--- src/emux_regs.svh ---
/*
 * register offsets, field positions, reset values and timing counts for
 * the eight line serial multiplexer.
 * assumes a 20 mhz system clock and a 16-bit host bus with byte address.
 */
`ifndef EMUX_REGS_SVH
`define EMUX_REGS_SVH

// byte offsets of the four host words
`define EMUX_OFF_CSR      3'h0
`define EMUX_OFF_SILO     3'h2
`define EMUX_OFF_LINE_EN  3'h4
`define EMUX_OFF_DATASET  3'h6

// control_status_reg field positions
`define EMUX_CSR_MAINT    3
`define EMUX_CSR_CLR      4
`define EMUX_CSR_MSE      5
`define EMUX_CSR_RIE      6
`define EMUX_CSR_RECEIVE_DONE_FLAG    7
`define EMUX_CSR_TRANSMIT_LINE_NUMBER    8
`define EMUX_CSR_SAE      12
`define EMUX_CSR_SA       13
`define EMUX_CSR_TIE      14
`define EMUX_CSR_TRANSMIT_READY_FLAG     15

// receive silo word: valid bit and line field
`define EMUX_SILO_VALID   15
`define EMUX_SILO_LINE    8

// reset values
`define EMUX_BYTE_RST     8'h00
`define EMUX_WORD_RST     16'h0000

// silo alarm threshold and silo depth
`define EMUX_ALARM_COUNT  5'h10
`define EMUX_SILO_DEPTH   16

// timing: clock period and serial bit time, both in ns
`define EMUX_CLK_NS       50
`define EMUX_BIT_NS       104167
`define EMUX_BIT_CYC      (`EMUX_BIT_NS / `EMUX_CLK_NS)
`define EMUX_FRAME_BITS   4'hA

`endif

--- src/emux_pkg.sv ---
/*
 * shared types of the eight line serial multiplexer.
 * assumes nothing beyond a systemverilog compiler.
 */
package emux_pkg;
   // line number, eight lines
   typedef logic [2:0] emux_line_t;
   // character as stored in the silo and holding buffers
   typedef logic [7:0] emux_char_t;
   // per-line transmitter state
   typedef enum logic [0:0] {
      EMUX_TX_IDLE  = 1'b0,
      EMUX_TX_SHIFT = 1'b1
   } emux_tx_st_t;
endpackage : emux_pkg

--- src/emux_fifo.sv ---
/*
 * generic synchronous fifo with valid/ready on both sides and a flush.
 * assumes a single clock and a synchronous active-high reset.
 */
`timescale 1ns/10ps
`default_nettype none
module emux_fifo #(
   parameter int W = 11,
   parameter int D = 16
) (
   input  wire logic         i_clk_sys,
   input  wire logic         i_sys_rst,
   input  wire logic         i_flush,
   input  wire logic         i_in_valid,
   output logic              o_in_ready,
   input  wire logic [W-1:0] i_in_data,
   output logic              o_out_valid,
   input  wire logic         i_out_ready,
   output logic [W-1:0]      o_out_data
);
   import emux_pkg::*;
   localparam int AW = $clog2(D);

   logic [W-1:0] mem [D];         // storage array
   logic [AW-1:0] wp, rp;         // write and read pointers
   logic [AW:0]   cnt;            // entries held
   logic [AW-1:0] next_wp, next_rp;
   logic [AW:0]   next_cnt;
   logic          push, pop;

   // ready and valid are flops so back-pressure is glitch free
   assign push = i_in_valid & o_in_ready;
   assign pop  = o_out_valid & i_out_ready;
   assign o_out_data = mem[rp];

   // next pointers and count
   always_comb begin
      next_wp  = push ? wp + 1'b1 : wp;
      next_rp  = pop ? rp + 1'b1 : rp;
      next_cnt = cnt + {{AW{1'b0}}, push} - {{AW{1'b0}}, pop};
      if (i_flush) begin
         next_wp  = '0;
         next_rp  = '0;
         next_cnt = '0;
      end
   end

   // register state and flags
   always_ff @(posedge i_clk_sys) begin
      if (i_sys_rst) begin
         wp          <= '0;
         rp          <= '0;
         cnt         <= '0;
         o_in_ready  <= 1'b1;
         o_out_valid <= 1'b0;
      end else begin
         wp          <= next_wp;
         rp          <= next_rp;
         cnt         <= next_cnt;
         o_in_ready  <= (next_cnt != (AW+1)'(D));
         o_out_valid <= (next_cnt != '0);
      end
   end

   // storage written only on an accepted push
   always_ff @(posedge i_clk_sys) begin
      if (push) begin
         mem[wp] <= i_in_data;
      end
   end
endmodule : emux_fifo
`default_nettype wire

--- src/emux_top.sv ---
/*
 * eight line asynchronous serial multiplexer: receive silo with alarm,
 * transmit scanner, per-line double buffered transmitters with break,
 * and data-set control (terminal ready out, carrier and ring in).
 * assumes a host on a 16-bit bus with byte address and byte enables,
 * a receiver front end that delivers whole characters with their line,
 * and asynchronous carrier and ring pins.
 */
//
// Notes on behaviour
// - alarm after 16 characters; access clears it
// - alarm mode: no interrupt below 16 characters
// - without alarm, interrupt on receive done
// - transmit interrupt while ready and enabled
// - silo read returns and removes bottom
// - silo word carries a data valid bit
// - every silo read advances the silo
// - scanner seeks enabled line with empty buffer
// - found line: number, ready, scanner halts
// - data write or enable clear drops ready
// - line 7 highest priority, line 0 lowest
// - byte-wide enable register, word reaches terminal-ready
// - idle line marks; break drives zero
// - break keeps handshake, suppresses line data
// - break ignored in maintenance mode
// - holding buffer feeds shift stage per line
// - terminal ready: reset clears, device clear keeps
// - carrier and ring show present input
// - no data-set interrupts or interlocks
`include "emux_regs.svh"
`timescale 1ns/10ps
`default_nettype none
module emux_top (
   input  wire logic               i_clk_sys,
   input  wire logic               i_sys_rst,
   input  wire logic [2:0]         i_bus_addr,
   input  wire logic               i_bus_wr,
   input  wire logic               i_bus_rd,
   input  wire logic [1:0]         i_bus_be,
   input  wire logic [15:0]        i_bus_wdata,
   output logic [15:0]             o_bus_rdata,
   output logic                    o_bus_ack,
   output logic                    o_rx_irq,
   output logic                    o_tx_irq,
   input  wire logic               i_rx_valid,
   input  wire emux_pkg::emux_line_t i_rx_line,
   input  wire emux_pkg::emux_char_t i_rx_char,
   output logic                    o_rx_ready,
   output logic [7:0]              o_txd,
   output logic [7:0]              o_dtr,
   input  wire logic [7:0]         i_carrier,
   input  wire logic [7:0]         i_ring
);
   import emux_pkg::*;

   // host registers
   logic        maint, master_scan_enable, receive_irq_enable, silo_alarm_enable, transmit_irq_enable;     // control bits
   logic        clr;                           // device clear pulse
   logic [7:0]  line_en;                       // line_enable_reg
   logic [7:0]  dtr;                           // terminal_ready_outputs
   logic [7:0]  line_break_control;                           // line_break_bits
   logic        sa;                            // silo_alarm_flag
   logic [4:0]  sa_cnt;                        // characters since access
   logic        ready;                         // transmit_ready_flag
   emux_line_t  transmit_line_number;                         // transmit_line_number
   logic        next_maint, next_mse, next_rie, next_sae, next_tie, next_clr;
   logic [7:0]  next_line_en, next_dtr, next_brk;
   logic        next_sa;
   logic [4:0]  next_sa_cnt;
   logic        next_ready;
   emux_line_t  next_transmit_line_number;
   logic [15:0] next_rdata;

   // bus decode
   logic wr_csr, wr_en, wr_ds, rd_silo;
   logic transmit_holding_port_wr;                              // transmit_holding_port write
   logic [15:0] csr_word;

   // silo
   logic        silo_push, receive_done_flag;
   logic [10:0] silo_head;

   // transmit side
   logic [7:0]  hold_full;                     // per-line holding buffer full
   logic [7:0]  tx_bit;                        // per-line shifter output
   logic [7:0]  want;                          // lines asking for service
   emux_line_t  pick;                          // highest line asking
   logic [11:0] baud_cnt, next_baud_cnt;       // bit-time divider
   logic        baud_tick, next_baud_tick;

   // pin synchronisers for carrier and ring
   logic [15:0] ds_s1, ds_s2, ds_s3;
   logic [15:0] ds_state, next_ds_state;       // carrier_state_bits, ring

   assign wr_csr  = i_bus_wr & (i_bus_addr[2:1] == `EMUX_OFF_CSR >> 1);
   assign wr_en   = i_bus_wr & (i_bus_addr[2:1] == `EMUX_OFF_LINE_EN >> 1);
   assign wr_ds   = i_bus_wr & (i_bus_addr[2:1] == `EMUX_OFF_DATASET >> 1);
   // any read of the silo word pops, whoever issues it
   assign rd_silo = i_bus_rd & (i_bus_addr[2:1] == `EMUX_OFF_SILO >> 1);
   assign transmit_holding_port_wr = wr_ds & i_bus_be[0];
   assign silo_push = i_rx_valid & o_rx_ready;

   // control word as the host reads it
   always_comb begin
      csr_word = `EMUX_WORD_RST;
      csr_word[`EMUX_CSR_MAINT]             = maint;
      csr_word[`EMUX_CSR_MSE]               = master_scan_enable;
      csr_word[`EMUX_CSR_RIE]               = receive_irq_enable;
      csr_word[`EMUX_CSR_RECEIVE_DONE_FLAG]             = receive_done_flag;
      csr_word[`EMUX_CSR_TRANSMIT_LINE_NUMBER +: 3]        = transmit_line_number;
      csr_word[`EMUX_CSR_SAE]               = silo_alarm_enable;
      csr_word[`EMUX_CSR_SA]                = sa;
      csr_word[`EMUX_CSR_TIE]               = transmit_irq_enable;
      csr_word[`EMUX_CSR_TRANSMIT_READY_FLAG]              = ready;
   end

   // receive silo: 16 characters with their line number
   emux_fifo #(
      .W (11),
      .D (`EMUX_SILO_DEPTH)
   ) u_silo (
      .i_clk_sys   (i_clk_sys),
      .i_sys_rst   (i_sys_rst),
      .i_flush     (clr),
      .i_in_valid  (i_rx_valid),
      .o_in_ready  (o_rx_ready),
      .i_in_data   ({i_rx_line, i_rx_char}),
      .o_out_valid (receive_done_flag),
      // the read removes the bottom entry
      .i_out_ready (rd_silo),
      .o_out_data  (silo_head)
   );

   // host register next values
   always_comb begin
      next_maint   = maint;
      next_mse     = master_scan_enable;
      next_rie     = receive_irq_enable;
      next_sae     = silo_alarm_enable;
      next_tie     = transmit_irq_enable;
      next_clr     = 1'b0;
      next_line_en = line_en;
      next_dtr     = dtr;
      next_brk     = line_break_control;
      next_rdata   = o_bus_rdata;
      if (wr_csr && i_bus_be[0]) begin
         next_maint = i_bus_wdata[`EMUX_CSR_MAINT];
         next_clr   = i_bus_wdata[`EMUX_CSR_CLR];
         next_mse   = i_bus_wdata[`EMUX_CSR_MSE];
         next_rie   = i_bus_wdata[`EMUX_CSR_RIE];
      end
      if (wr_csr && i_bus_be[1]) begin
         next_sae = i_bus_wdata[`EMUX_CSR_SAE];
         next_tie = i_bus_wdata[`EMUX_CSR_TIE];
      end
      // each byte lane alone, a word write reaches both
      if (wr_en && i_bus_be[0]) begin
         next_line_en = i_bus_wdata[7:0];
      end
      if (wr_en && i_bus_be[1]) begin
         next_dtr = i_bus_wdata[15:8];
      end
      if (wr_ds && i_bus_be[1]) begin
         next_brk = i_bus_wdata[15:8];
      end
      // read data, captured in the cycle of the request
      if (i_bus_rd) begin
         case (i_bus_addr[2:1])
            `EMUX_OFF_CSR >> 1: next_rdata = csr_word;
            // valid bit is zero when the silo was empty
            `EMUX_OFF_SILO >> 1:
               next_rdata = {receive_done_flag, 4'h0, receive_done_flag ? silo_head : 11'h000};
            `EMUX_OFF_LINE_EN >> 1: next_rdata = {dtr, line_en};
            // carrier high byte, ring low byte, live state
            default: next_rdata = ds_state;
         endcase
      end
      // device clear leaves terminal ready alone
      if (clr) begin
         next_maint   = 1'b0;
         next_mse     = 1'b0;
         next_rie     = 1'b0;
         next_sae     = 1'b0;
         next_tie     = 1'b0;
         next_line_en = `EMUX_BYTE_RST;
         next_brk     = `EMUX_BYTE_RST;
      end
   end

   // silo alarm counter: a push in a silo-read cycle still counts, one in a device clear cycle does not
   always_comb begin
      next_sa_cnt = sa_cnt;
      next_sa     = sa;
      if (rd_silo || clr) begin
         next_sa_cnt = 5'h00;
         next_sa     = 1'b0;
      end
      if (silo_push && !clr && next_sa_cnt != `EMUX_ALARM_COUNT) begin
         next_sa_cnt = next_sa_cnt + 5'h01;
         if (next_sa_cnt == `EMUX_ALARM_COUNT) begin
            next_sa = 1'b1;
         end
      end
   end

   // ascending loop lets the highest line win
   always_comb begin
      // enabled line with an empty holding buffer
      want = line_en & ~hold_full;
      pick = 3'h0;
      for (int k = 0; k < 8; k++) begin
         if (want[k]) begin
            pick = 3'(k);
         end
      end
   end

   // scanner next values
   always_comb begin
      next_ready = ready;
      next_transmit_line_number = transmit_line_number;
      // scanner parked while master scan is off
      if (clr || !master_scan_enable) begin
         next_ready = 1'b0;
         next_transmit_line_number = 3'h0;
      end else if (ready) begin
         // data written or enable dropped frees the scan
         if (transmit_holding_port_wr || !next_line_en[transmit_line_number]) begin
            next_ready = 1'b0;
         end
      end else if (|want) begin
         // report the line and stop searching
         next_ready = 1'b1;
         next_transmit_line_number = pick;
      end
   end

   // shared bit-time divider, one-cycle tick
   always_comb begin
      next_baud_tick = 1'b0;
      next_baud_cnt  = baud_cnt + 12'h001;
      if (baud_cnt == 12'(`EMUX_BIT_CYC - 1)) begin
         next_baud_cnt  = 12'h000;
         next_baud_tick = 1'b1;
      end
   end

   // a bit changes once the second and third stages agree
   always_comb begin
      next_ds_state = (ds_s2 & ds_s3) | (ds_state & (ds_s2 ^ ds_s3));
   end

   // register the host-facing state
   always_ff @(posedge i_clk_sys) begin
      if (i_sys_rst) begin
         maint       <= 1'b0;
         master_scan_enable         <= 1'b0;
         receive_irq_enable         <= 1'b0;
         silo_alarm_enable         <= 1'b0;
         transmit_irq_enable         <= 1'b0;
         clr         <= 1'b0;
         line_en     <= `EMUX_BYTE_RST;
         // only the bus reset clears terminal ready
         dtr         <= `EMUX_BYTE_RST;
         line_break_control         <= `EMUX_BYTE_RST;
         sa          <= 1'b0;
         sa_cnt      <= 5'h00;
         ready       <= 1'b0;
         transmit_line_number       <= 3'h0;
         baud_cnt    <= 12'h000;
         baud_tick   <= 1'b0;
         o_bus_rdata <= `EMUX_WORD_RST;
         o_bus_ack   <= 1'b0;
         o_rx_irq    <= 1'b0;
         o_tx_irq    <= 1'b0;
         o_dtr       <= `EMUX_BYTE_RST;
         ds_s1       <= `EMUX_WORD_RST;
         ds_s2       <= `EMUX_WORD_RST;
         ds_s3       <= `EMUX_WORD_RST;
         ds_state    <= `EMUX_WORD_RST;
      end else begin
         maint       <= next_maint;
         master_scan_enable         <= next_mse;
         receive_irq_enable         <= next_rie;
         silo_alarm_enable         <= next_sae;
         transmit_irq_enable         <= next_tie;
         clr         <= next_clr;
         line_en     <= next_line_en;
         dtr         <= next_dtr;
         line_break_control         <= next_brk;
         sa          <= next_sa;
         sa_cnt      <= next_sa_cnt;
         ready       <= next_ready;
         transmit_line_number       <= next_transmit_line_number;
         baud_cnt    <= next_baud_cnt;
         baud_tick   <= next_baud_tick;
         o_bus_rdata <= next_rdata;
         o_bus_ack   <= i_bus_rd | i_bus_wr;
         // alarm mode waits for the flag; else receive done
         o_rx_irq    <= receive_irq_enable & (silo_alarm_enable ? sa : receive_done_flag);
         // transmit request follows the ready flag
         o_tx_irq    <= transmit_irq_enable & ready;
         // terminal ready pins follow the register
         o_dtr       <= dtr;
         // data-set inputs raise nothing, only synchronised
         ds_s1       <= {i_carrier, i_ring};
         ds_s2       <= ds_s1;
         ds_s3       <= ds_s2;
         ds_state    <= next_ds_state;
      end
   end

   // per-line transmitter: holding buffer, shifter, line pin
   for (genvar g = 0; g < 8; g++) begin : g_line
      emux_tx_st_t st, next_st;
      emux_char_t  hold, next_hold;
      logic        next_full;
      logic [9:0]  sh, next_sh;          // start, 8 data, stop
      logic [3:0]  bits, next_bits;      // bits left in the frame
      logic        next_txd;

      // holding buffer loads the shifter when it goes idle
      always_comb begin
         next_st   = st;
         next_hold = hold;
         next_full = hold_full[g];
         next_sh   = sh;
         next_bits = bits;
         if (st == EMUX_TX_IDLE && hold_full[g]) begin
            next_sh   = {1'b1, hold, 1'b0};
            next_bits = `EMUX_FRAME_BITS;
            next_full = 1'b0;
            next_st   = EMUX_TX_SHIFT;
         end else if (st == EMUX_TX_SHIFT && baud_tick) begin
            next_sh   = {1'b1, sh[9:1]};
            next_bits = bits - 4'h1;
            if (bits == 4'h1) begin
               next_st = EMUX_TX_IDLE;
            end
         end
         // the host writes only the reported line's buffer
         if (transmit_holding_port_wr && transmit_line_number == 3'(g)) begin
            next_hold = i_bus_wdata[7:0];
            next_full = 1'b1;
         end
         if (clr) begin
            next_st   = EMUX_TX_IDLE;
            next_full = 1'b0;
            next_sh   = 10'h3FF;
            next_bits = 4'h0;
         end
         // marking when idle; break hides data only
         if (line_break_control[g] && !maint) begin
            next_txd = 1'b0;
         end else begin
            next_txd = (st == EMUX_TX_SHIFT) ? sh[0] : 1'b1;
         end
      end

      // register the line state and its pin
      always_ff @(posedge i_clk_sys) begin
         if (i_sys_rst) begin
            st           <= EMUX_TX_IDLE;
            hold         <= 8'h00;
            hold_full[g] <= 1'b0;
            sh           <= 10'h3FF;
            bits         <= 4'h0;
            o_txd[g]     <= 1'b1;
         end else begin
            st           <= next_st;
            hold         <= next_hold;
            hold_full[g] <= next_full;
            sh           <= next_sh;
            bits         <= next_bits;
            o_txd[g]     <= next_txd;
         end
      end
      assign tx_bit[g] = sh[0];
   end
endmodule : emux_top
`default_nettype wire

--- config.mk ---
export PLATFORM = sky130hd
export DESIGN_NAME = emux_top
export DESIGN_NICKNAME = d
export VERILOG_FILES = /design/src/emux_pkg.sv /design/src/emux_fifo.sv /design/src/emux_top.sv
export VERILOG_INCLUDE_DIRS = /design/src /design/src/src
export SDC_FILE = /design/constraint.sdc
export NUM_CORES = 1
export LEC_CHECK = 0
export ABC_AREA = 1
export BUFFER_PORTS_ARGS = -buffer_cell sky130_fd_sc_hd__buf_2
export CAP_MARGIN = 20
export CORE_MARGIN = 3
export CORE_UTILIZATION = 43
export CTS_BUF_LIST = sky130_fd_sc_hd__clkbuf_8
export DETAILED_ROUTE_END_ITERATION = 16
export PLACE_DENSITY = 0.55
export SYNTH_ARGS = -nofsm -noshare
export SYNTH_HDL_FRONTEND = slang
export SYNTH_SLANG_ARGS = --single-unit
--- constraint.sdc ---
create_clock -name i_clk_sys -period 5.2 [get_ports i_clk_sys]
set_clock_uncertainty 0.05 [all_clocks]
set_input_delay 0.78 -clock i_clk_sys [delete_from_list [all_inputs] [get_ports i_clk_sys]]
set_output_delay 0.78 -clock i_clk_sys [all_outputs]
set_load 0.03 [all_outputs]
==> results of run 1 <==
==> power groups by stage <==
stage / clock network [W] / logic [W] / registers, W
after global placement: 0 / 0.000693 / 0.00453
final: 0.00364 / 0.000703 / 0.00445
after global routing: 0.00394 / 0.000793 / 0.00446
after floorplan: 0 / 0.000450 / 0.00455
after CTS: 0.00375 / 0.000707 / 0.00445
after detailed placement: 0 / 0.000703 / 0.00454
==> metrics by stage <==
stage | instance area [um2] | worst slack, ns | instances | power, W | hold WS (ns)
2_1_floorplan | 21000 | 2.11 | 2320 | 0.00500 | 0.338
3_3_place_gp | 21900 | 1.69 | 2942 | 0.00523 | 0.340
3_5_place_dp | 21900 | 1.63 | 2943 | 0.00524 | 0.343
4_1_cts | 23700 | 2.32 | 3108 | 0.00891 | 0.225
5_1_grt | 23800 | 1.93 | 3109 | 0.00919 | 0.268
6_report | 23800 | 2.27 | 3110 | 0.00879 | 0.289
==> state kept, by name, summed over array words and instances (netlist names), 3 cells and up, named ones only <==
signal / flops
sa_cnt: 5
g_line.sh: 72
ds_state: 16
hold_full: 8
line_en: 8
u_silo.mem: 176
g_line.hold: 64
u_silo.wp: 4
ds_s1: 16
u_silo.rp: 4
ds_s3: 16
baud_cnt: 12
o_dtr: 8
g_line.bits: 32
ds_s2: 16
u_silo.cnt: 5
transmit_line_number: 3
dtr: 8
o_txd: 8
o_bus_rdata: 16
g_line.st: 8
line_break_control: 8
==> metal layers <==
metal / GRT usage [%] / routed length (um) / vias to the layer above / share of wire (%)
li1: - / - / 8021 / -
met1: 26.4 / 23400 / 7592 / 44
met2: 34.7 / 25500 / 369 / 48
met3: 3.79 / 2860 / 100 / 5.4
met4: 7.99 / 1570 / 0 / 2.9
met5: 0 / 0 / - / 0
==> cells by family after synthesis <==
| family | count (synthesis) | synth area share, % |
|---|---|---|
| flip-flops | 531 | 59.1 |
| XOR/XNOR | 5 | 0.209 |
| buffers and inverters | 374 | 6.94 |
| AO/OA/AOI/OAI | 597 | 15.9 |
| adder cells (fa/ha/maj) | 47 | 2.84 |
| AND/OR/NAND/NOR | 766 | 15.0 |
==> cell usage in the layout (no fill, tap or decap), types with 5 or more instances in the layout <==
cell type and instances:
nor2_1 392, dfxtp_1 353, inv_1 293, o21ai_0 290, nand2_1 228, a21oi_1 179, edfxtp_1 176, clkbuf_8 116
nand3_1 99, buf_2 86, o211ai_1 56, ha_1 46, buf_4 26, o221ai_1 14, a221oi_1 13, clkinv_2 12
nor3_1 10, o22ai_1 10, a31oi_1 9, a221o_1 8, nand4_1 8, inv_2 7, o21a_1 6, clkinv_1 5
nor2_2 5, o21ai_1 5, nor3b_1 5
==> cell type report <==
cell class,instances,area (um2)
fillers,4639,24200
flip-flops and latches,531,12400
multi-input cells,1415,7130
clock buffers,116,1600
inverters,269,1010
well taps,615,769
repair buffers,114,648
clock inverters,49,203
diodes,1,2.50
==> critical path: cells and delay by family <==
kind                       cells  cell delay [ns]
and+or+nand+nor                9             1.21
buffers and inverters          6             0.62
adders and majority gates      2             0.56
xor gates and xnor gates       1             0.15
AOI/OAI and AO/OA              1             0.07
==> worst min path at each step <==
stage	start	end	slack [ns]	depth (start not counted)
3_3_place_gp	ds_s1[11]	ds_s2[11]	0.34	2
5_1_grt	i_ring[2]	ds_s1[2]	0.27	3
2_1_floorplan	ds_s1[0]	ds_s2[0]	0.34	2
4_1_cts	i_ring[1]	ds_s1[1]	0.23	3
6_report	i_carrier[1]	ds_s1[9]	0.29	3
3_5_place_dp	ds_s1[11]	ds_s2[11]	0.34	2
==> metrics.cfg, run 1 <==
[critical_path]
endpoint_kind=flip-flop
path_cells=buf_2, inv_2, nor2_1, nand2_1, nor2_1, inv_1, nor2_1, inv_1, nand2_1, ha_1, inv_1, fa_1, inv_1, a21oi_1, nor2_1, nor2_1, xor2_1, nor2_1, nand2_1
worst_path_most_repeated_cell=nor2_1
crit_required_ns=5.68
cp_max_fo=8
rr_startpoint=u_silo.o_out_valid
reg2reg_to=u_silo.o_in_ready
worst_setup_path_start_kind=primary input
startpoint=i_bus_addr[1]
crit_slowest_cell=fa_1
r2r_cells=16
r2r_setup_slack_ns=2.43
critPathKind=in2reg
arrival_ns=3.40
setup.worst_path.end=u_silo.o_in_ready
crit_path_max_incr_delay_ns=0.39

[global_routing]
gr-usage-all-layers_pct=20.6
grt_pass1_wl_um=82900
antenna_found_initial=1
grt_pass1_vias=15400
grt_max_degree=91
grt_remaining_overflow=0

[min_path]
hold_path_class=in2reg

[yosys]
synth-edff-count=176
ys_warn_count=0
ys_types=45
yosys-top-cells-count=392 x nor2_1, 355 x dfxtp_1, 290 x o21ai_0, 260 x inv_1, 228 x nand2_1
synth_area_um2=21000
ys_ff_latch=531
synth_flop_cell=dfxtp_1
syn_avg_cell_area_um2=9.04
synth.top_cell.area_share_pct=33.9
synth_top_area_cell=dfxtp_1
netlist_instances=2320
yosysMostFrequentCell=nor2_1
synth_area_leaders=dfxtp_1 34%, edfxtp_1 25%, nor2_1 7.0%
yosysSeqAreaShare_pct=59.1
async_reset_ff_share_pct=0
synth_fp_nets=2420

[route]
routed_wl_um=53300
routed_via_density=5.17
post_drt_wl_per_cell_um=17.1
dr.pass1.iters=5
drc=0
dr.first_iter.drc_count=1104
antenna_left=0
vias=16100

[clock_tree]
insertion_delay_ns=0.64
numCtsBuffers=90
htree_levels=3
holdBufCountCts=0
clk_pin_slew_ns=0.06
clock_sinks=531
cts_resized=0
cts_tree=built
cts_root_buf=clkbuf_8
postCtsSetupRepairBufs=0
clockBufferDepth=3

[pwr]
p_sw_w=0.00219
peakVddDrop_mv=0.195
netSwitchingFraction_pct=24.9
p_leak_nw=9.85
p_clk_share_pct=41.4
seqPwrFrac_pct=50.6
p_per_area_nw_per_um2=370
p_int_w=0.00660
combPwrFrac_pct=8.0

[cells_and_area]
finalNetCount=2521
layout-drive-gt1-share_pct=10.7
post-route-util_pct=49.5
syn_to_final_growth_pct=13.3

[sta]
fin_tns_setup_ns=0
rsz0062_at_grt=false
fin_crit_ns=2.93
fmax_ghz=0.342
finalCritPeriodShare_pct=56.3
worstMarginPinSlew_ns=1.09
hold_violations=0
maxSlewHeadroom_pct=27.0
slew_viol_final=0
setup_violations=0

[die]
core_um2=47900
row_count=80
dieWidth_um=227
die_area_um2=51500
io_pins=89
initial_core_util_pct=43.7
die_h_um=227

[run]
maxCapViolCount=0

[placement]
place.gp.congestion=0.842
port_buffers=87
dp_hpwl_um=33700

[outcome]
status=complete, no violations

No activity file was read; power rests on OpenSTA's default activity.
==> inputs of run 2 (changes only) <==
Settings changed: ABC_AREA 1 to 0.
Clock period 5.2 ns to 2.7 ns, I/O delays scaled along.
==> run 2 against run 1 <==
Power rose by 99%. Sequential cell count is the same. Synthesized cell count decreased by 18%. Setup slack got worse by 2.0 ns. Area after synthesis fell by 0.45%. Final cell count is 11% lower. Highest routed layer unchanged. Critical endpoint is now u_silo.o_out_valid. Via count shrank 10%.
==> metrics.cfg, run 2 <==
[min_path]
hold_path_class=in2reg

[die]
io_pins=89  ; unchanged
die_h_um=226  ; -0.22%
row_count=80  ; unchanged
dieWidth_um=226  ; -0.22%
core_um2=47800  ; -0.21%
die_area_um2=51200  ; -0.44%
initial_core_util_pct=43.6  ; -0.10 points

[cells_and_area]
diodes=0  ; -1
layout_common_cells=353 x dfxtp_1, 287 x nand2_1, 182 x nor2_1, 176 x edfxtp_1, 118 x clkbuf_8
finalNetCount=2175  ; -14%
largestRegisters=u_silo.mem x176, g_line.sh x72, g_line.hold x64
regMostFlops=u_silo.mem
largest_reg_flops=176  ; unchanged
layout_commonest_cell=dfxtp_1
syn_to_final_growth_pct=17.1
layout-drive-gt1-share_pct=16.7  ; +6.0 points
finalNonFillerCells=2765  ; -11%
fillers=4321  ; -6.9%

[pwr]
seqPwrFrac_pct=49.0  ; -1.6 points
p_per_area_nw_per_um2=716  ; +94%
peakVddDrop_mv=0.428  ; +120%
p_clk_share_pct=43.5  ; +2.1 points
p_int_w=0.0134  ; +100%
p_leak_nw=9.51  ; -3.5%
netSwitchingFraction_pct=23.8  ; -1.2 points
combPwrFrac_pct=7.5  ; -0.5 points
p_sw_w=0.00416  ; +90%

[placement]
place.gp.congestion=0.818  ; -2.8%
port_buffers=87  ; unchanged
post-place-ws_ns=0.0471  ; -1.58 ns
dp_hpwl_um=32500  ; -3.6%
dp.cells=2568  ; -13%

[critical_path]
crit_required_ns=3.20  ; -2.48 ns
crit_path_max_incr_delay_ns=0.54  ; +0.15 ns
endpoint_kind=flip-flop
crit_slowest_cell=dlygate4sd3_1
worst_setup_path_start_kind=primary input
path_cells=dlygate4sd3_1, buf_2, nor3_1, nand2b_1, nand2_1, ha_1, inv_1, fa_1, nor2b_1, o21a_1, o21ai_0, nor3b_2, o21bai_1
cp_max_fo=4  ; -4
critPathKind=in2reg
arrival_ns=2.90  ; -0.50 ns
r2r_setup_slack_ns=0.35  ; -2.08 ns

[yosys]
synth_fp_nets=2014  ; -17%
syn_avg_cell_area_um2=10.9  ; +21%
ys_warn_count=0  ; unchanged
ys_ff_latch=531  ; unchanged
async_reset_ff_share_pct=0  ; unchanged
synth_area_leaders=dfxtp_1 34%, edfxtp_1 25%, nand2_1 5.2%
yosysSeqAreaShare_pct=59.3  ; +0.27 points
synth.top_cell.area_share_pct=34.0  ; +0.15 points
synth_area_um2=20900  ; -0.45%
ys_types=55  ; +22%
synth_flop_cell=dfxtp_1
synth_top_area_cell=dfxtp_1
synth-edff-count=176  ; unchanged
netlist_instances=1914  ; -18%
yosysMostFrequentCell=dfxtp_1
yosys-top-cells-count=355 x dfxtp_1, 287 x nand2_1, 183 x nor2_1, 176 x edfxtp_1, 91 x nand3_1

[sta]
setup_violations=0  ; unchanged
worstMarginPinSlew_ns=0.694  ; -0.397 ns
rsz0062_at_grt=false
finalCritPeriodShare_pct=88.9
maxSlewHeadroom_pct=53.7  ; +27 points
slew_viol_final=0  ; unchanged
hold_ws_ns=0.0682  ; -0.221 ns
fin_ws_ns=0.300  ; -1.97 ns
hold_violations=0  ; unchanged
fin_tns_setup_ns=0  ; unchanged
fmax_ghz=0.417
fin_crit_ns=2.40

[clock_tree]
postCtsSetupRepairBufs=0  ; unchanged
htree_levels=3  ; unchanged
clock_sinks=531  ; unchanged
clk_pin_slew_ns=0.06  ; about the same
cts_root_buf=clkbuf_8
cts_tree=built
insertion_delay_ns=0.67  ; +0.03 ns
clockBufferDepth=3  ; unchanged
numCtsBuffers=90  ; unchanged

[route]
antenna_left=0  ; unchanged
routed_wl_um=50800  ; -4.7%
vias=14400  ; -10%
drc=0  ; unchanged
routed_via_density=5.21  ; +0.68%
dr.pass1.iters=5  ; unchanged
dr.first_iter.drc_count=868  ; -21%
post_drt_wl_per_cell_um=18.4  ; +7.2%

[global_routing]
grt_pass1_vias=14100  ; -8.6%
gr-usage-all-layers_pct=20.1  ; -0.53 points
grt_pass1_wl_um=79300  ; -4.3%
grt_max_degree=119  ; +31%
antenna_found_initial=2  ; +1
grt_remaining_overflow=0  ; unchanged

[run]
maxCapViolCount=0  ; unchanged

[outcome]
status=complete, no violations

run 2: cell types whose count changed in the layout (fill, tap and decap cells not counted), moves of 36 or more:
cell	previous run	this run
inv_1	293	72
o21ai_0	290	74
nor2_1	392	182
a21oi_1	179	90
nor2b_1	0	78
mux2i_1	0	77
nand2_1	228	287
o211ai_1	56	0
mux4_2	0	46
buf_4	26	62
run 2: what timing repair did:
action                                 in CTS  in global routing
setup endpoints to repair                   0                  2
hold buffers                               30                  0
endpoints found under the hold margin      66                  0
gates resized for setup                     0                  1
run 2: cells by family after synthesis:
family          Yosys count  synth area share [%]
mux                     142                  9.96
xor+xnor                 45                  1.89
fa+ha+maj                47                  2.85
simple gates            753                  16.5
flops                   531                  59.3
compound gates          233                  6.28
buf+inv                 163                  3.21
run 2: path summary, 6_finish.rpt:
check / startpoint / endpoint / depth (start not counted)
min reg2reg: ds_s1[5] / ds_s2[5] / 1
max reg2reg: u_silo.o_out_valid / u_silo.o_out_valid / 12
max: i_bus_addr[2] / u_silo.o_out_valid / 13
min: i_rx_char[4] / u_silo.mem[3][4] / 1
run 2: stage by stage:
stage	power, W	utilization, %	area (um2)
final	0.0175	51.1	24500
after global routing	0.0183	51.1	24500
after CTS	0.0177	51.1	24500
after detailed placement	0.0100	46.4	22200
after global placement	0.0100	46.4	22200
after floorplan	0.00956	-	20900
run 2: area by class of cell:
class                      count  area (um2)  area share (%)
clock buffer                 118        1620            6.64
tap                          615         769            3.15
timing repair buffer         184        1310            5.34
clock inverter                49         349            1.43
multi-input combinational   1220        7840            32.0
sequential                   531       12400            50.7
inverter                      48         180           0.737
run 2: worst max-delay path, delay by kind of cell:
kind / cells / cell delay (ns)
AOI/OAI and AO/OA: 3 / 0.35
adders and majority gates: 2 / 0.59
buffers and inverters: 3 / 0.75
and+or+nand+nor: 5 / 0.79
run 2: per-layer routing:
layer	vias to the layer above	wire, um	track usage (%)	share of wire (%)
li1	6994	-	-	-
met1	6996	23000	27.3	45
met2	310	24100	32.6	47
met3	95	2290	3.56	4.5
met4	0	1370	6.95	2.7
met5	-	0	0	0
run 2: power groups by stage:
| stage | Combinational [W] | Clock (W) | Sequential (W) |
|---|---|---|---|
| floorplan | 0.000796 | 0 | 0.00876 |
| global placement | 0.00127 | 0 | 0.00875 |
| detailed placement | 0.00129 | 0 | 0.00875 |
| CTS | 0.00134 | 0.00783 | 0.00858 |
| global route | 0.00146 | 0.00820 | 0.00860 |
| finish | 0.00132 | 0.00761 | 0.00858 |
==> inputs of run 3 (changes only) <==
Settings changed: REMOVE_ABC_BUFFERS set to 1, SLEW_MARGIN set to 10.
==> run 3 against run 2 <==
Clock-buffer cell count decreased by 5. Setup slack improved by 0.0078 ns. Non-clock buffer count increased by 2. Wire length about the same. Fmax increased by 0.33%. Final cell count decreased by 0.11%. Power decreased by 2.7%.
==> metrics.cfg, run 3 (same netlist as run 2, synthesis figures left out) <==
[critical_path]
r2r_setup_slack_ns=0.41  ; +0.06 ns
crit_slowest_cell=dlygate4sd3_1
r2r_cells=12  ; unchanged
path_cells=dlygate4sd3_1, buf_2, nand2_1, nor3_2, nand2b_1, nand2_1, ha_1, inv_1, fa_1, nor2b_1, o21a_1, o21ai_0, nor3b_2, o21bai_1
worst_path_most_repeated_cell=nand2_1
endpoint_kind=flip-flop
crit_required_ns=3.16  ; -0.04 ns
startpoint=i_bus_rd
arrival_ns=2.85  ; -0.05 ns
worst_setup_path_start_kind=primary input
rr_startpoint=u_silo.o_out_valid
critPathKind=in2reg
reg2reg_to=u_silo.o_out_valid
cp_max_fo=5  ; +1
crit_path_max_incr_delay_ns=0.52  ; -0.02 ns
setup.worst_path.end=u_silo.o_out_valid

[pwr]
combPwrFrac_pct=7.8  ; +0.3 points
peakVddDrop_mv=0.638  ; +49%
p_per_area_nw_per_um2=700  ; -2.2%
p_sw_w=0.00405  ; -2.7%
seqPwrFrac_pct=50.4  ; +1.4 points
netSwitchingFraction_pct=23.8  ; about the same
p_int_w=0.0130  ; -2.8%
p_clk_share_pct=41.9  ; -1.6 points
p_leak_nw=9.45  ; -0.59%

[sta]
setup_violations=0  ; unchanged
hold_violations=0  ; unchanged
fin_tns_setup_ns=0  ; unchanged
fin_crit_ns=2.39  ; -0.00778 ns
fmax_ghz=0.418  ; +0.33%
maxSlewHeadroom_pct=41.7  ; -12 points
rsz0062_at_grt=false
fin_ws_ns=0.307  ; +0.00778 ns
hold_ws_ns=0.0771  ; +0.00883 ns
slew_viol_final=0  ; unchanged
worstMarginPinSlew_ns=0.874  ; +0.180 ns
finalCritPeriodShare_pct=88.6  ; -0.29 points

[placement]
post-place-ws_ns=-0.0307  ; -0.0778 ns
port_buffers=87  ; unchanged
dp.cells=2570  ; +0.078%
dp_hpwl_um=33000  ; +1.5%
place.gp.congestion=0.847  ; +3.5%

[clock_tree]
clk_pin_slew_ns=0.06  ; about the same
clockBufferDepth=3  ; unchanged
cts_tree=built
postCtsSetupRepairBufs=0  ; unchanged
cts_root_buf=clkbuf_8
insertion_delay_ns=0.66  ; about the same
numCtsBuffers=89  ; -1.1%
htree_levels=3  ; unchanged
clock_sinks=531  ; unchanged

[global_routing]
grt_pass1_vias=14000  ; -0.77%
grt_remaining_overflow=0  ; unchanged
grt_pass1_wl_um=79400  ; about the same
gr-usage-all-layers_pct=20.1  ; about the same
grt_max_degree=80  ; -33%
antenna_found_initial=2  ; unchanged

[route]
vias=14300  ; -0.53%
antenna_left=0  ; unchanged
drc=0  ; unchanged
routed_wl_um=50800  ; about the same
post_drt_wl_per_cell_um=18.4  ; +0.11%
dr.first_iter.drc_count=1111  ; +28%
routed_via_density=5.18  ; -0.42%
dr.pass1.iters=5  ; unchanged

[cells_and_area]
syn_to_final_growth_pct=16.5
largestRegisters=u_silo.mem x176, g_line.sh x72, g_line.hold x64
finalNonFillerCells=2762  ; -0.11%
layout-drive-gt1-share_pct=16.5  ; -0.16 points
largest_reg_flops=176  ; unchanged
regMostFlops=u_silo.mem
finalNetCount=2176  ; +0.046%
layout_commonest_cell=dfxtp_1
layout_common_cells=353 x dfxtp_1, 287 x nand2_1, 182 x nor2_1, 176 x edfxtp_1, 113 x clkbuf_8
fillers=4403  ; +1.9%

[die]
die_area_um2=51200  ; unchanged
dieWidth_um=226  ; unchanged
die_h_um=226  ; unchanged
io_pins=89  ; unchanged
initial_core_util_pct=43.6  ; unchanged
core_um2=47800  ; unchanged
row_count=80  ; unchanged

[min_path]
hold_path_class=in2reg

[outcome]
status=complete, no violations

[run]
maxCapViolCount=0  ; unchanged

-- run 3: changes by cell type in the layout (fill, tap and decap cells not counted), sizes merged --
cell / before / now
diode: 0 / 1
buf: 154 / 156
clkbuf: 118 / 113
clkinvlp: 1 / 4
bufinv: 4 / 2
inv: 77 / 79
clkinv: 15 / 11
-- run 3: how the worst min path moves through the flow --
stage / start / end / slack (ns) / depth (start not counted)
3_3_place_gp: ds_s1[2] / ds_s2[2] / 0.37 / 1
6_report: i_rx_char[5] / u_silo.mem[1][5] / 0.08 / 1
4_1_cts: i_rx_char[4] / u_silo.mem[4][4] / 0.02 / 1
5_1_grt: i_rx_char[3] / u_silo.mem[0][3] / 0.03 / 1
2_1_floorplan: ds_s1[0] / ds_s2[0] / 0.36 / 1
3_5_place_dp: ds_s1[2] / ds_s2[2] / 0.38 / 1
-- run 3: layout make-up --
cell class | instances | area (um2) | area share (%)
Inverter | 48 | 180 | 0.741
Clock buffer | 113 | 1560 | 6.39
Tap cell | 615 | 769 | 3.16
Clock inverter | 48 | 272 | 1.12
Sequential cell | 531 | 12400 | 51.0
Multi-Input combinational cell | 1220 | 7840 | 32.2
Antenna cell | 1 | 2.50 | 0.0103
Timing Repair Buffer | 186 | 1310 | 5.39
-- run 3: critical path, delay by kind of cell --
| family | cells | cell delay, ns |
|---|---|---|
| simple gates | 6 | 0.77 |
| buf+inv | 3 | 0.73 |
| fa+ha+maj | 2 | 0.59 |
| compound gates | 3 | 0.38 |
-- run 3: per-layer routing --
metal	share of wire, %	global-route usage, %	vias to the layer above
met5	0.045	0	-
met4	2.3	5.79	4
met3	5.5	4.44	88
met2	47	32.7	322
met1	45	27.2	6921
li1	-	-	6984
-- run 3: power by group through the flow --
stage                     Clock (W)  Sequential, W  Combinational [W]
after floorplan                   0        0.00879           0.000681
after global placement            0        0.00874            0.00127
after detailed placement          0        0.00875            0.00129
after CTS                   0.00735        0.00858            0.00133
after global routing        0.00774        0.00859            0.00146
final                       0.00713        0.00858            0.00132
-- run 3: timing repair --
item	in CTS	in global routing
hold buffers	30	0
hold endpoints to repair	45	0
resized for setup	0	2
setup endpoints to repair	0	2
-- run 3: through the flow --
stage	area, um2	utilization [%]	power, W
CTS	24300	50.8	0.0173
finish	24300	50.8	0.0170
global route	24300	50.8	0.0178
global placement	22200	46.4	0.0100
floorplan	20400	-	0.00947
detailed placement	22200	46.4	0.0100
